$ cat config.mk
export PLATFORM = sky130hd
export DESIGN_NAME = hps_host_port
export DESIGN_NICKNAME = d
export VERILOG_FILES = /design/src/core/hps_pkg.sv /design/src/core/hps_sync.sv /design/src/core/hps_irq.sv /design/src/core/hps_host_port.sv
export SDC_FILE = /design/constraint.sdc
export NUM_CORES = 1
export LEC_CHECK = 0
export BUFFER_PORTS_ARGS = -buffer_cell sky130_fd_sc_hd__buf_2
export CELL_PAD_IN_SITES_DETAIL_PLACEMENT = 0
export CELL_PAD_IN_SITES_GLOBAL_PLACEMENT = 1
export CORE_UTILIZATION = 31
export DETAILED_ROUTE_END_ITERATION = 8
export PLACE_DENSITY_LB_ADDON = 0.25
export SYNTH_ARGS = -nofsm -noshare
export SYNTH_HDL_FRONTEND = slang
export SYNTH_SLANG_ARGS = --single-unit
$ cat constraint.sdc
create_clock -name hclk -period 2.5 [get_ports hclk]
set_input_delay 0.625 -clock hclk [delete_from_list [all_inputs] [get_ports hclk]]
set_output_delay 0.625 -clock hclk [all_outputs]
set_load 0.02 [all_outputs]
$ cat src/core/hps_pkg.sv
// Shared constants for the host port status and synchronisation block
package hps_pkg;
    // Core-side register byte addresses
    localparam logic [7:0] ADDR_CTRL = 8'h00;
    localparam logic [7:0] ADDR_STATUS = 8'h04;
    localparam logic [7:0] ADDR_RXWORD = 8'h08;
    localparam logic [7:0] ADDR_TXWORD = 8'h0C;
    localparam logic [7:0] ADDR_VECTOR = 8'h10;
    localparam logic [7:0] ADDR_CMDACK = 8'h14;
    localparam logic [7:0] ADDR_IRQSTAT = 8'h18;
    localparam logic [7:0] ADDR_IRQMASK = 8'h1C;
    localparam int unsigned ADDR_LSB = 2;
    localparam int unsigned ADDR_MSB = 7;
    // Core control register fields
    localparam int unsigned CTRL_FLAG_A = 0;
    localparam int unsigned CTRL_FLAG_B = 1;
    // Core status register fields
    localparam int unsigned ST_RX_FULL = 0;
    localparam int unsigned ST_TX_EMPTY = 1;
    localparam int unsigned ST_CMD = 2;
    localparam int unsigned ST_FLAG_A = 3;
    localparam int unsigned ST_FLAG_B = 4;
    localparam int unsigned ST_MODE = 5;
    // Interrupt event bits
    localparam int unsigned IRQ_W = 3;
    localparam int unsigned EV_RX = 0;
    localparam int unsigned EV_TX = 1;
    localparam int unsigned EV_CMD = 2;
    // Host-side register addresses
    localparam logic [1:0] HA_CTRL = 2'h0;
    localparam logic [1:0] HA_CMD = 2'h1;
    localparam logic [1:0] HA_HIGH = 2'h2;
    localparam logic [1:0] HA_LOW = 2'h3;
    // Host control byte fields
    localparam int unsigned HC_FLAG_A = 0;
    localparam int unsigned HC_FLAG_B = 1;
    localparam int unsigned HC_MODE = 2;
    localparam int unsigned HC_REQ_EN = 3;
    // Host command byte fields
    localparam int unsigned HCMD_PEND = 7;
    localparam int unsigned VEC_W = 5;
    // Host status byte fields
    localparam int unsigned HS_RX_FULL = 0;
    localparam int unsigned HS_TX_EMPTY = 1;
    localparam int unsigned HS_TRANSMITTER_READY_FLAG = 2;
    localparam int unsigned HS_FLAG_A = 3;
    localparam int unsigned HS_FLAG_B = 4;
    localparam int unsigned HS_REQ = 5;
    localparam int unsigned HS_MODE = 6;
    localparam int unsigned HS_CMD = 7;
    // Widths and AHB codes
    localparam int unsigned BYTE_W = 8;
    localparam int unsigned WORD_W = 16;
    localparam int unsigned CORE_SYNC_W = 6;
    localparam int unsigned PIN_SYNC_W = 12;
    localparam logic HRESP_OKAY = 1'b0;
endpackage : hps_pkg

$ cat src/core/hps_sync.sv
// Two-flop synchroniser, one independent chain per bit
module hps_sync #(
    parameter int unsigned WIDTH = 1,
    parameter logic [WIDTH-1:0] RST_VAL = '0
) (
    input wire logic hclk,
    input wire logic hresetn,
    input wire logic [WIDTH-1:0] async_in,
    output logic [WIDTH-1:0] sync_out
);
    ////////////////////////////////////////////////////////////////////////
    genvar gi;
    generate
        for (gi = 0; gi < WIDTH; gi++)
        begin : g_bit
            logic meta_q;
            logic meta_d;
            logic stab_q;
            logic stab_d;
            // Next values of both stages
            always_comb
            begin
                meta_d = async_in[gi];
                stab_d = meta_q;
            end
            // First stage read only by the second
            always_ff @(posedge hclk or negedge hresetn)
            begin
                if (!hresetn)
                begin
                    meta_q <= RST_VAL[gi]; // Idle level of the pin
                    stab_q <= RST_VAL[gi];
                end
                else
                begin
                    meta_q <= meta_d;
                    stab_q <= stab_d;
                end
            end
            assign sync_out[gi] = stab_q;
        end
    endgenerate
endmodule : hps_sync

$ cat src/core/hps_irq.sv
// Sticky interrupt status with mask and one level output
module hps_irq #(
    parameter int unsigned W = hps_pkg::IRQ_W
) (
    input wire logic hclk,
    input wire logic hresetn,
    input wire logic [W-1:0] event_set,
    input wire logic clear_wr,
    input wire logic mask_wr,
    input wire logic [W-1:0] wdata,
    output logic [W-1:0] status_q,
    output logic [W-1:0] mask_q,
    output logic irq_q
);
    ////////////////////////////////////////////////////////////////////////
    logic [W-1:0] status_d;
    logic [W-1:0] mask_d;
    logic irq_d;

    // Write one to clear; a same-cycle event wins
    always_comb
    begin
        status_d = status_q;
        if (clear_wr)
            status_d = status_d & ~wdata;
        status_d = status_d | event_set;
        mask_d = mask_wr ? wdata : mask_q;
        irq_d = |(status_q & mask_q);
    end

    // Register state
    always_ff @(posedge hclk or negedge hresetn)
    begin
        if (!hresetn)
        begin
            status_q <= '0;
            mask_q <= '0;
            irq_q <= 1'b0;
        end
        else
        begin
            status_q <= status_d;
            mask_q <= mask_d;
            irq_q <= irq_d;
        end
    end

    ////////////////////////////////////////////////////////////////////////
    property p_irq_level;
        @(posedge hclk) disable iff (!hresetn)
        (|(status_q & mask_q)) |=> irq_q;
    endproperty
    a_irq_level: assert property (p_irq_level)
        else $error("interrupt not raised for unmasked status");
endmodule : hps_irq

$ cat src/core/hps_host_port.sv
// Host port: asynchronous byte-wide host side and AHB-Lite core side
//
// Design decisions made here: register access over AHB-Lite and the placing of the registers.
module hps_host_port (
    input wire logic hclk,
    input wire logic hresetn,
    input wire logic hsel,
    input wire logic [31:0] haddr,
    input wire logic [1:0] htrans,
    input wire logic hwrite,
    input wire logic [2:0] hsize,
    input wire logic [31:0] hwdata,
    input wire logic hready,
    output logic [31:0] hrdata,
    output logic hreadyout,
    output logic hresp,
    output logic irq,
    input wire logic host_interface_enable_n,
    input wire logic host_read_write,
    input wire logic [1:0] host_addr,
    input wire logic [7:0] host_data_in,
    output logic [7:0] host_data_out,
    output logic host_data_oe,
    output logic host_request_n
);
    ////////////////////////////////////////////////////////////////////////
    // Host pin synchronisation
    logic [hps_pkg::PIN_SYNC_W-1:0] pin_s;
    logic en_n_s;
    logic rw_s;
    logic [1:0] ha_s;
    logic [7:0] din_s;
    // Enable chain resets high so no false access follows reset
    localparam logic [hps_pkg::PIN_SYNC_W-1:0] PIN_RST = {1'b1, {(hps_pkg::PIN_SYNC_W-1){1'b0}}};

    hps_sync #(.WIDTH(hps_pkg::PIN_SYNC_W), .RST_VAL(PIN_RST)) u_pin_sync (
        .hclk(hclk),
        .hresetn(hresetn),
        .async_in({host_interface_enable_n, host_read_write, host_addr, host_data_in}),
        .sync_out(pin_s)
    );
    assign {en_n_s, rw_s, ha_s, din_s} = pin_s;

    ////////////////////////////////////////////////////////////////////////
    // State
    logic en_prev_q, en_prev_d;
    logic acc_rd_q, acc_rd_d;
    logic [1:0] acc_addr_q, acc_addr_d;
    logic [7:0] rx_high_q, rx_high_d, rx_low_q, rx_low_d;
    logic rx_full_q, rx_full_d;
    logic [7:0] tx_high_q, tx_high_d;
    logic xfer_full_q, xfer_full_d;
    logic [hps_pkg::WORD_W-1:0] core_word_q, core_word_d;
    logic flag_a_q, flag_a_d, flag_b_q, flag_b_d, mode_q, mode_d, req_en_q, req_en_d;
    logic cmd_pend_q, cmd_pend_d;
    logic [hps_pkg::VEC_W-1:0] vector_q, vector_d, vec_core_q, vec_core_d;
    logic [1:0] to_host_q, to_host_d;
    logic [7:0] hdout_q, hdout_d;
    logic hoe_q, hoe_d;
    logic host_request_flag_n_q, host_request_flag_n_d;
    logic [31:0] hrdata_q, hrdata_d;
    logic dp_wr_q, dp_wr_d;
    logic [7:0] dp_addr_q, dp_addr_d;
    logic cmd_prev_q, cmd_prev_d, rxf_prev_q, rxf_prev_d, txe_prev_q, txe_prev_d;

    logic acc_start, acc_end, host_wr, ahb_take, core_rd_word;
    logic wr_ctrl, wr_tx, wr_ack, wr_istat, wr_imask;
    logic [hps_pkg::CORE_SYNC_W-1:0] core_s;
    logic core_rxf_s, core_txe_s, cmd_core_s, fh_a_s, fh_b_s, mode_s;
    logic [hps_pkg::IRQ_W-1:0] ev, irq_stat, irq_mask;
    logic [7:0] stat_now;

    ////////////////////////////////////////////////////////////////////////
    // Host status byte, used for reads and for the request pin
    function automatic logic [7:0] host_status(
        input logic rxf, input logic xfull, input logic crxf, input logic [1:0] th,
        input logic ren, input logic md, input logic cp);
        logic [7:0] s;
        s = '0;
        s[hps_pkg::HS_RX_FULL] = rxf;
        s[hps_pkg::HS_TX_EMPTY] = !xfull;
        s[hps_pkg::HS_TRANSMITTER_READY_FLAG] = !xfull && !crxf;
        s[hps_pkg::HS_FLAG_A] = th[0];
        s[hps_pkg::HS_FLAG_B] = th[1];
        s[hps_pkg::HS_REQ] = ren && (rxf || !xfull);
        s[hps_pkg::HS_MODE] = md;
        s[hps_pkg::HS_CMD] = cp;
        return s;
    endfunction : host_status

    // Core-visible copies of host-driven bits, each on its own chain
    hps_sync #(.WIDTH(hps_pkg::CORE_SYNC_W)) u_core_sync (
        .hclk(hclk),
        .hresetn(hresetn),
        .async_in({mode_q, flag_b_q, flag_a_q, cmd_pend_q, !rx_full_q, xfer_full_q}),
        .sync_out(core_s)
    );
    assign {mode_s, fh_b_s, fh_a_s, cmd_core_s, core_txe_s, core_rxf_s} = core_s;
    // Current host status byte
    assign stat_now = host_status(rx_full_q, xfer_full_q, core_rxf_s, to_host_q, req_en_q,
        mode_q, cmd_pend_q);

    // Bus and host access decode
    assign acc_start = en_prev_q && !en_n_s;
    assign acc_end = !en_prev_q && en_n_s;
    assign host_wr = acc_start && !rw_s;
    assign ahb_take = hsel && hready && htrans[1];
    assign core_rd_word = ahb_take && !hwrite && haddr[7:0] == hps_pkg::ADDR_RXWORD;
    assign wr_ctrl = dp_wr_q && dp_addr_q == hps_pkg::ADDR_CTRL;
    assign wr_tx = dp_wr_q && dp_addr_q == hps_pkg::ADDR_TXWORD;
    assign wr_ack = dp_wr_q && dp_addr_q == hps_pkg::ADDR_CMDACK && hwdata[0];
    assign wr_istat = dp_wr_q && dp_addr_q == hps_pkg::ADDR_IRQSTAT;
    assign wr_imask = dp_wr_q && dp_addr_q == hps_pkg::ADDR_IRQMASK;
    assign ev[hps_pkg::EV_RX] = core_rxf_s && !rxf_prev_q;
    assign ev[hps_pkg::EV_TX] = core_txe_s && !txe_prev_q;
    assign ev[hps_pkg::EV_CMD] = cmd_core_s && !cmd_prev_q;

    hps_irq #(.W(hps_pkg::IRQ_W)) u_irq (
        .hclk(hclk),
        .hresetn(hresetn),
        .event_set(ev),
        .clear_wr(wr_istat),
        .mask_wr(wr_imask),
        .wdata(hwdata[hps_pkg::IRQ_W-1:0]),
        .status_q(irq_stat),
        .mask_q(irq_mask),
        .irq_q(irq)
    );

    ////////////////////////////////////////////////////////////////////////
    // Next state for host side and core side
    always_comb
    begin
        en_prev_d = en_n_s;
        acc_rd_d = acc_start ? rw_s : acc_rd_q;
        acc_addr_d = acc_start ? ha_s : acc_addr_q;
        rx_high_d = rx_high_q;
        rx_low_d = rx_low_q;
        rx_full_d = rx_full_q;
        tx_high_d = tx_high_q;
        xfer_full_d = xfer_full_q;
        core_word_d = core_word_q;
        flag_a_d = flag_a_q;
        flag_b_d = flag_b_q;
        mode_d = mode_q;
        req_en_d = req_en_q;
        cmd_pend_d = cmd_pend_q;
        vector_d = vector_q;
        vec_core_d = vec_core_q;
        to_host_d = to_host_q;
        hdout_d = hdout_q;
        hoe_d = hoe_q;
        cmd_prev_d = cmd_core_s;
        rxf_prev_d = core_rxf_s;
        txe_prev_d = core_txe_s;
        // Core acknowledge withdraws the command before any host write
        if (wr_ack)
            cmd_pend_d = 1'b0;
        // Read side effect only at the end of the host access
        if (acc_end && acc_rd_q && acc_addr_q == hps_pkg::HA_LOW)
            rx_full_d = 1'b0;
        if (core_rd_word)
            xfer_full_d = 1'b0;
        // Host writes, taken at access start
        if (host_wr)
        begin
            unique case (ha_s)
                hps_pkg::HA_CTRL:
                begin
                    flag_a_d = din_s[hps_pkg::HC_FLAG_A];
                    flag_b_d = din_s[hps_pkg::HC_FLAG_B];
                    mode_d = din_s[hps_pkg::HC_MODE];
                    req_en_d = din_s[hps_pkg::HC_REQ_EN];
                end
                hps_pkg::HA_CMD:
                begin
                    cmd_pend_d = din_s[hps_pkg::HCMD_PEND];
                    vector_d = din_s[hps_pkg::VEC_W-1:0];
                end
                hps_pkg::HA_HIGH:
                    tx_high_d = din_s;
                hps_pkg::HA_LOW:
                begin
                    core_word_d = {tx_high_q, din_s};
                    xfer_full_d = 1'b1;
                end
            endcase
        end
        // Core transmit word fills the receive bytes; set wins
        if (wr_tx)
        begin
            rx_high_d = hwdata[hps_pkg::WORD_W-1:hps_pkg::BYTE_W];
            rx_low_d = hwdata[hps_pkg::BYTE_W-1:0];
            rx_full_d = 1'b1;
        end
        // Both to-host flags change in one edge
        if (wr_ctrl)
            to_host_d = {hwdata[hps_pkg::CTRL_FLAG_B], hwdata[hps_pkg::CTRL_FLAG_A]};
        // Vector captured as the core sees the command arrive
        if (ev[hps_pkg::EV_CMD])
            vec_core_d = vector_q;
        // Read byte frozen for the whole host access
        if (acc_start && rw_s)
        begin
            unique case (ha_s)
                hps_pkg::HA_CTRL:
                    hdout_d = stat_now;
                hps_pkg::HA_CMD:
                    hdout_d = {cmd_pend_q, 2'h0, vector_q};
                hps_pkg::HA_HIGH:
                    hdout_d = rx_high_q;
                hps_pkg::HA_LOW:
                    hdout_d = rx_low_q;
            endcase
        end
        hoe_d = acc_start ? rw_s : (acc_end ? 1'b0 : hoe_q);
    end

    // Bus next state, zero wait states
    always_comb
    begin
        dp_wr_d = ahb_take && hwrite;
        dp_addr_d = ahb_take ? haddr[7:0] : dp_addr_q;
        hrdata_d = hrdata_q;
        host_request_flag_n_d = !stat_now[hps_pkg::HS_REQ];
        if (ahb_take && !hwrite)
        begin
            hrdata_d = '0;
            unique case (haddr[hps_pkg::ADDR_MSB:hps_pkg::ADDR_LSB])
                hps_pkg::ADDR_CTRL[hps_pkg::ADDR_MSB:hps_pkg::ADDR_LSB]:
                    hrdata_d[1:0] = to_host_q;
                hps_pkg::ADDR_STATUS[hps_pkg::ADDR_MSB:hps_pkg::ADDR_LSB]:
                begin
                    hrdata_d[hps_pkg::ST_RX_FULL] = core_rxf_s;
                    hrdata_d[hps_pkg::ST_TX_EMPTY] = core_txe_s;
                    hrdata_d[hps_pkg::ST_CMD] = cmd_core_s;
                    hrdata_d[hps_pkg::ST_FLAG_A] = fh_a_s;
                    hrdata_d[hps_pkg::ST_FLAG_B] = fh_b_s;
                    hrdata_d[hps_pkg::ST_MODE] = mode_s;
                end
                hps_pkg::ADDR_RXWORD[hps_pkg::ADDR_MSB:hps_pkg::ADDR_LSB]:
                    hrdata_d[hps_pkg::WORD_W-1:0] = core_word_q;
                hps_pkg::ADDR_VECTOR[hps_pkg::ADDR_MSB:hps_pkg::ADDR_LSB]:
                    hrdata_d[hps_pkg::VEC_W-1:0] = vec_core_q;
                hps_pkg::ADDR_IRQSTAT[hps_pkg::ADDR_MSB:hps_pkg::ADDR_LSB]:
                    hrdata_d[hps_pkg::IRQ_W-1:0] = irq_stat;
                hps_pkg::ADDR_IRQMASK[hps_pkg::ADDR_MSB:hps_pkg::ADDR_LSB]:
                    hrdata_d[hps_pkg::IRQ_W-1:0] = irq_mask;
                default:
                    hrdata_d = '0;
            endcase
        end
    end

    // Register all state
    always_ff @(posedge hclk or negedge hresetn)
    begin
        if (!hresetn)
        begin
            en_prev_q <= 1'b1;
            acc_rd_q <= 1'b0;
            acc_addr_q <= '0;
            rx_high_q <= '0;
            rx_low_q <= '0;
            rx_full_q <= 1'b0;
            tx_high_q <= '0;
            xfer_full_q <= 1'b0;
            core_word_q <= '0;
            flag_a_q <= 1'b0;
            flag_b_q <= 1'b0;
            mode_q <= 1'b0;
            req_en_q <= 1'b0;
            cmd_pend_q <= 1'b0;
            vector_q <= '0;
            vec_core_q <= '0;
            to_host_q <= '0;
            hdout_q <= '0;
            hoe_q <= 1'b0;
            host_request_flag_n_q <= 1'b1;
            hrdata_q <= '0;
            dp_wr_q <= 1'b0;
            dp_addr_q <= '0;
            cmd_prev_q <= 1'b0;
            rxf_prev_q <= 1'b0;
            txe_prev_q <= 1'b0;
        end
        else
        begin
            en_prev_q <= en_prev_d;
            acc_rd_q <= acc_rd_d;
            acc_addr_q <= acc_addr_d;
            rx_high_q <= rx_high_d;
            rx_low_q <= rx_low_d;
            rx_full_q <= rx_full_d;
            tx_high_q <= tx_high_d;
            xfer_full_q <= xfer_full_d;
            core_word_q <= core_word_d;
            flag_a_q <= flag_a_d;
            flag_b_q <= flag_b_d;
            mode_q <= mode_d;
            req_en_q <= req_en_d;
            cmd_pend_q <= cmd_pend_d;
            vector_q <= vector_d;
            vec_core_q <= vec_core_d;
            to_host_q <= to_host_d;
            hdout_q <= hdout_d;
            hoe_q <= hoe_d;
            host_request_flag_n_q <= host_request_flag_n_d;
            hrdata_q <= hrdata_d;
            dp_wr_q <= dp_wr_d;
            dp_addr_q <= dp_addr_d;
            cmd_prev_q <= cmd_prev_d;
            rxf_prev_q <= rxf_prev_d;
            txe_prev_q <= txe_prev_d;
        end
    end

    assign hrdata = hrdata_q;
    assign hreadyout = hresetn | 1'b1;
    assign hresp = hps_pkg::HRESP_OKAY;
    assign host_data_out = hdout_q;
    assign host_data_oe = hoe_q;
    assign host_request_n = host_request_flag_n_q;

    ////////////////////////////////////////////////////////////////////////
    property p_read_stable;
        @(posedge hclk) disable iff (!hresetn)
        host_data_oe && $past(host_data_oe) |-> $stable(host_data_out);
    endproperty
    a_read_stable: assert property (p_read_stable)
        else $error("host read byte changed during access");

    property p_low_moves;
        @(posedge hclk) disable iff (!hresetn)
        host_wr && ha_s == hps_pkg::HA_LOW |=> core_word_q == {$past(tx_high_q), $past(din_s)}
            && xfer_full_q;
    endproperty
    a_low_moves: assert property (p_low_moves)
        else $error("transmit bytes not moved to core word");

    property p_sync_delay;
        @(posedge hclk) disable iff (!hresetn)
        $rose(xfer_full_q) |-> ##2 core_rxf_s;
    endproperty
    a_sync_delay: assert property (p_sync_delay)
        else $error("core receive flag not synchronised in two cycles");

    property p_status_read;
        @(posedge hclk) disable iff (!hresetn)
        acc_start && rw_s && ha_s == hps_pkg::HA_CTRL
            |=> host_data_out[hps_pkg::HS_RX_FULL] == $past(rx_full_q) && host_data_oe;
    endproperty
    a_status_read: assert property (p_status_read)
        else $error("host status byte wrong");

    property p_cmd_event;
        @(posedge hclk) disable iff (!hresetn)
        $rose(cmd_core_s) |=> irq_stat[hps_pkg::EV_CMD] && vec_core_q == $past(vector_q);
    endproperty
    a_cmd_event: assert property (p_cmd_event)
        else $error("command not flagged to core");

    property p_ack_clears;
        @(posedge hclk) disable iff (!hresetn)
        wr_ack && !(host_wr && ha_s == hps_pkg::HA_CMD) |=> !cmd_pend_q ##2 !cmd_core_s;
    endproperty
    a_ack_clears: assert property (p_ack_clears)
        else $error("command pending not withdrawn");

    property p_flags_pair;
        @(posedge hclk) disable iff (!hresetn)
        wr_ctrl |=> to_host_q == {$past(hwdata[hps_pkg::CTRL_FLAG_B]),
            $past(hwdata[hps_pkg::CTRL_FLAG_A])};
    endproperty
    a_flags_pair: assert property (p_flags_pair)
        else $error("to-host flags not written together");

    property p_oe_end;
        @(posedge hclk) disable iff (!hresetn)
        acc_end |=> !host_data_oe;
    endproperty
    a_oe_end: assert property (p_oe_end)
        else $error("host data still driven after access");
endmodule : hps_host_port

== Word-level counts from Yosys, hierarchy flattened ==
Index checks and enable logic that the tools add are counted.
Cells by class
  div/mod/pow operators: 0
  bitwise logic cells: 4
  order comparisons: 0
  multiplexer cells: 17
  reductions and logical operators: 44
  $mul: 0
  equality and inequality tests: 14
  shifts and indexed selects: 0
  add/subtract/negate cells: 0
Operator list (count)
  one-hot mux 8 bit (4 select lines): 1
  == test 8 x 5 -> 1 bit, second input constant: 3
  logical AND 1 bit: 22
  == test 6 x 3 -> 1 bit, second input constant: 3
  == test 8 x 4 -> 1 bit, second input constant: 2
  one-hot mux 2 bit (6 select lines): 1
  zero test 1 bit: 11
  2-to-1 mux 1 bit: 10
  2-to-1 mux 10 bit: 1
  zero test 8 bit: 1
  AND reduction 2 bit: 4
  AND 3 bit: 2
  == test 2 bit, second input constant: 3
  == test 6 x 1 -> 1 bit, second input constant: 1
  == test 6 x 2 -> 1 bit, second input constant: 1
  zero test 6 bit: 1
  one-hot mux 2 bit (3 select lines): 1
  one-hot mux 1 bit (5 select lines): 1
  nonzero test 2 bit: 2
  2-to-1 mux 3 bit: 1
  inverter 3 bit: 1
  OR 3 bit: 1
  OR reduction 3 bit: 1
  == test 2 x 1 -> 1 bit, second input constant: 1
  3 further kinds: 3
Storage, ports and cells
  bits in writable memories: 0
  bits in latches: 0
  logic and storage cells: 144
  memories: 0
  input port bits: 86
  output and inout port bits: 45
  memory bits (read-only): 0
  register bits after elaboration: 144

== Longest topological paths before layout ==
  word-level depth: 7
  depth in mapped cells: 7
  gate-level depth less buffers: 5

== Cells and area by module ==
Synthesis repeated with hierarchy kept, for this count alone.
Second synthesis, totals
  cell total of the unflattened synthesis: 426
  area total of the unflattened synthesis: 5765.5 µm²
Modules (own cells, without submodules)
  hps_host_port: area an instance 4470.5 µm², cells an instance 354, times used 1
  hps_sync at u_pin_sync: area an instance 693.2 µm², cells an instance 36, times used 1
  hps_sync at u_core_sync: area an instance 345.3 µm², cells an instance 18, times used 1
  hps_irq: area an instance 256.5 µm², cells an instance 18, times used 1

== Worst setup path after synthesis ==
Ideal clock, no wire load.
  path type: flip-flop to flip-flop
  start point: reg u_pin_sync.g_bit[11].stab_q
  end point: reg core_word_q[10] (netlist name)
  arrival time: 1.710 ns
  stages on the path, launching flop included: 7
  required time: 2.375 ns
  period minus slack after synthesis: 1.835 ns
  slack: 0.665 ns
  library setup time: 0.125 ns
  path buffers: 2
  path through: dfstp_2 inv_1 ha_1 buf_2 nand4b_1 buf_2 mux2_2
On the way
  word-level cells in the longest chain between the ends: 4
RTL lines
  from (decl): line hps_sync.sv:18  | logic stab_q;
  from (signal assigned): line hps_sync.sv:32  | stab_q <= RST_VAL[gi];
  from (signal assigned): line hps_sync.sv:37  | stab_q <= stab_d;
  zero test 1 bit: line hps_host_port.sv:104  | assign acc_start = en_prev_q && !en_n_s;
  logical AND 1 bit: line hps_host_port.sv:104
  named net acc_start: line hps_host_port.sv:66  | logic acc_start, acc_end, host_wr, ahb_take, core_rd_word;
  logical AND 1 bit: line hps_host_port.sv:106  | assign host_wr = acc_start && !rw_s;
  AND reduction 2 bit (no source line)
  to (signal assigned): line hps_host_port.sv:297  | core_word_q <= core_word_d;
  to (decl): line hps_host_port.sv:53  | logic [hps_pkg::WORD_W-1:0] core_word_q, core_word_d;
The timed path passes the listed nets, and every way through them passes these cells.
A chain may end at the register's enable or synchronous reset.

== Worst setup path in the final report ==
  start point: reg dp_addr_q[0]
  end point: reg rx_high_q[6]
On the way
  word-level cells in the longest chain between the ends: 2
RTL lines
  from (decl): line hps_host_port.sv:63  | logic [7:0] dp_addr_q, dp_addr_d;
  from (signal assigned): line hps_host_port.sv:311  | dp_addr_q <= dp_addr_d;
  == test 8 x 4 -> 1 bit: line hps_host_port.sv:110  | assign wr_tx = dp_wr_q && dp_addr_q == hps_pkg::ADDR_TXWORD;
  logical AND 1 bit: line hps_host_port.sv:110
  to (signal assigned): line hps_host_port.sv:292  | rx_high_q <= rx_high_d;
  to (decl): line hps_host_port.sv:49  | logic [7:0] rx_high_q, rx_high_d, rx_low_q, rx_low_d;
Every way passes these cells.

==> results.sh <==
export IMPL_status="finished clean"
export IMPL_via_count=3134
export IMPL_critPathKind="flip-flop to flip-flop"
export IMPL_cts_resized=0
export IMPL_slew_violations=0
export IMPL_synth_area_leader_cell="dfrtp_1"
export IMPL_final_antenna_net_count=0
export IMPL_max_freq_mhz=504
export IMPL_clk_latency_ns=0.41
export IMPL_routed_wirelength_um=10900
export IMPL_crit_required_ns=2.79
export IMPL_final_util_pct=38.7
export IMPL_drt_iter0_drc=120
export IMPL_die_h_um=136
export IMPL_grt_pass1_wl_um=18100
export IMPL_setup_viol=0
export IMPL_die_area_um2=18600
export IMPL_fin_crit_sh_pct=79.4
export IMPL_hold_path_class="input pin to async pin"
export IMPL_rows=48
export IMPL_setup_ws_ns=0.514
export IMPL_wl_per_cell_um=15.8
export IMPL_final_hold_viol_count=0
export IMPL_path_max_fanout=17
export IMPL_drive_gt1_share_pct=42.3
export IMPL_cts_root_buf="clkbuf_16"
export IMPL_worstMarginPinSlew_ns=0.688
export IMPL_dp_slack_ns=0.399
export IMPL_cts_sinks=144
export IMPL_syn_cell_area_um2=5600
export IMPL_cts_made_buffers=17
export IMPL_drt_pass1_iterations=4
export IMPL_gp_congestion=0.681
export IMPL_grt_pass1_vias=3462
export IMPL_relSlewSlack_pct=54.1
export IMPL_ys_async_sr_fraction_pct=100
export IMPL_initial_core_util_pct=32.1
export IMPL_synth_most_common_cell="dfrtp_1"
export IMPL_critPathArrivalTime_ns=2.28
export IMPL_final_setup_skew_ns=0.0104
export IMPL_place_hpwl_um=7780
export IMPL_synth_edf_count=0
export IMPL_yosys_warnings=0
export IMPL_reg2regPathDepth=4
export IMPL_ys_flop_type="dfrtp_1"
export IMPL_tns_ns=0
export IMPL_drc_errors=0
export IMPL_synth_area_leaders="dfrtp_1 (63%), mux2_2 (14%), a22o_1 (2.7%), buf_4 (2.5%), mux2_4 (2.4%)"
export IMPL_end_kind="flip-flop"
export IMPL_antenna_found_initial=0
export IMPL_cts_hold_buffers_added=0
export IMPL_avgSynthCellArea_um2=14.8
export IMPL_start_kind="flip-flop"
export IMPL_grt_max_degree=61
export IMPL_maxCapViolations=0
export IMPL_track_usage_pct=13.1
export IMPL_rsz0062_at_grt="false"
export IMPL_cts_setup_buffers=0
export IMPL_io_pins=131
export IMPL_p_leak_nw=3.14
export IMPL_ys_types=43
export IMPL_cts_reportedPaths_clkPinSlew_ns=0.06
export IMPL_finalNetCount=543
export IMPL_yosysTopAreaCellShare_pct=62.5
export IMPL_worst_ir_drop_vdd_mv=0.484
export IMPL_overflow=0
export IMPL_cts_tree="built"
export IMPL_ys_seq_area_share_pct=64.4
export IMPL_io_buffers=68
export IMPL_ys_ff_latch=144
export IMPL_diodes=0
export IMPL_htreeDepth=4
export IMPL_area_growth_pct=20.8
export IMPL_cts_buffer_depth=2
export IMPL_finalCriticalPeriod_ns=1.99
export IMPL_fp_coreArea_um2=17500
export IMPL_p_per_area_nw_per_um2=885
export IMPL_synth_common_cells="dfrtp_1 (140), mux2_2 (69), buf_4 (19)"
export IMPL_postSynthCellCount=378
export IMPL_die_width_um=136
export IMPL_vias_per_cell=4.52
==> critical path: stages (launching register included) <==
cell and delay [ns]:
dfrtp_1 0.39, nor4_2 0.34, and4b_1 0.40, nand3b_4 0.33, mux2_4 0.40
==> through the flow <==
stage | total power [W] | cells | area [um2] | hold slack, ns
2_1_floorplan | 0.00328 | 394 | 5660 | 0.329
3_3_place_gp | 0.00351 | 661 | 6160 | 0.332
3_5_place_dp | 0.00354 | 661 | 6160 | 0.335
4_1_cts | 0.00609 | 693 | 6770 | 0.201
5_1_grt | 0.00628 | 693 | 6770 | 0.229
6_report | 0.00599 | 693 | 6770 | 0.187
==> area by class of cell <==
| cell class | instances | area (um2) |
|---|---|---|
| Inverter | 9 | 33.8 |
| Multi-Input combinational cell | 206 | 1800 |
| Clock inverter | 7 | 98.8 |
| Timing Repair Buffer | 77 | 439 |
| Tap cell | 225 | 282 |
| Fill cell | 1654 | 10700 |
| Clock buffer | 25 | 505 |
| Sequential cell | 144 | 3610 |
==> report_power, final <==
part | switching [W] | total (W) | internal [W]
combinational | 0.000285 | 0.000607 | 0.000323
sequential | 0.000212 | 0.00287 | 0.00266
clock | 0.000907 | 0.00251 | 0.00160
==> final timing paths <==
path	startpoint	end	slack (ns)
max reg2reg	dp_addr_q[0]$_DFFE_PN0N_	rx_high_q[6]$_DFFE_PN0P_	0.51
min reg2reg	u_core_sync.g_bit[2].meta_q$_DFF_PN0_	u_core_sync.g_bit[2].stab_q$_DFF_PN0_	0.35
max	dp_addr_q[0]$_DFFE_PN0N_	rx_high_q[6]$_DFFE_PN0P_	0.51
min in group hclk	host_interface_enable_n	u_pin_sync.g_bit[11].meta_q$_DFF_PN1_	0.31
max in group asynchronous	hresetn	en_prev_q$_DFF_PN1_	1.61
min	hresetn	host_data_oe$_DFFE_PN0P_	0.19
==> layout by cell type (no fill, tap or decap), types with 9 or more instances in the layout <==
| cell type | count |
|---|---|
| a22o_1 | 17 |
| buf_2 | 67 |
| clkbuf_16 | 17 |
| mux2_4 | 9 |
| conb_1 | 18 |
| o21ai_0 | 11 |
| dfrtp_1 | 140 |
| nand2_1 | 15 |
| mux2_2 | 69 |
| inv_1 | 9 |
| nor2_1 | 13 |
==> cell families after synthesis <==
group	Yosys count	share of synthesized area [%]
compound gates	42	5.56
mux	87	19.0
fa+ha+maj	2	0.447
buf+inv	44	4.49
simple gates	57	5.94
other cells	2	0.134
flops	144	64.4
==> sequential cells by signal (all words and copies together), names as in the netlist, 5 cells and up <==
name / count
core_word_q: 16
hrdata: 16
u_pin_sync.g_bit.meta_q: 12
u_pin_sync.g_bit.stab_q: 12
dp_addr_q: 8
host_data_out: 8
rx_high_q: 8
rx_low_q: 8
tx_high_q: 8
u_core_sync.g_bit.meta_q: 6
u_core_sync.g_bit.stab_q: 6
vec_core_q: 5
vector_q: 5
==> routing by layer <==
metal  vias up  GRT usage (%)  wire length [um]
met5         -              0                 0
met4         0           5.93               196
met3        13           2.95               302
met2        55           21.6              5590
met1      1613           16.3              4840
li1       1453              -                 -
(Power assumes the default switching activity.)
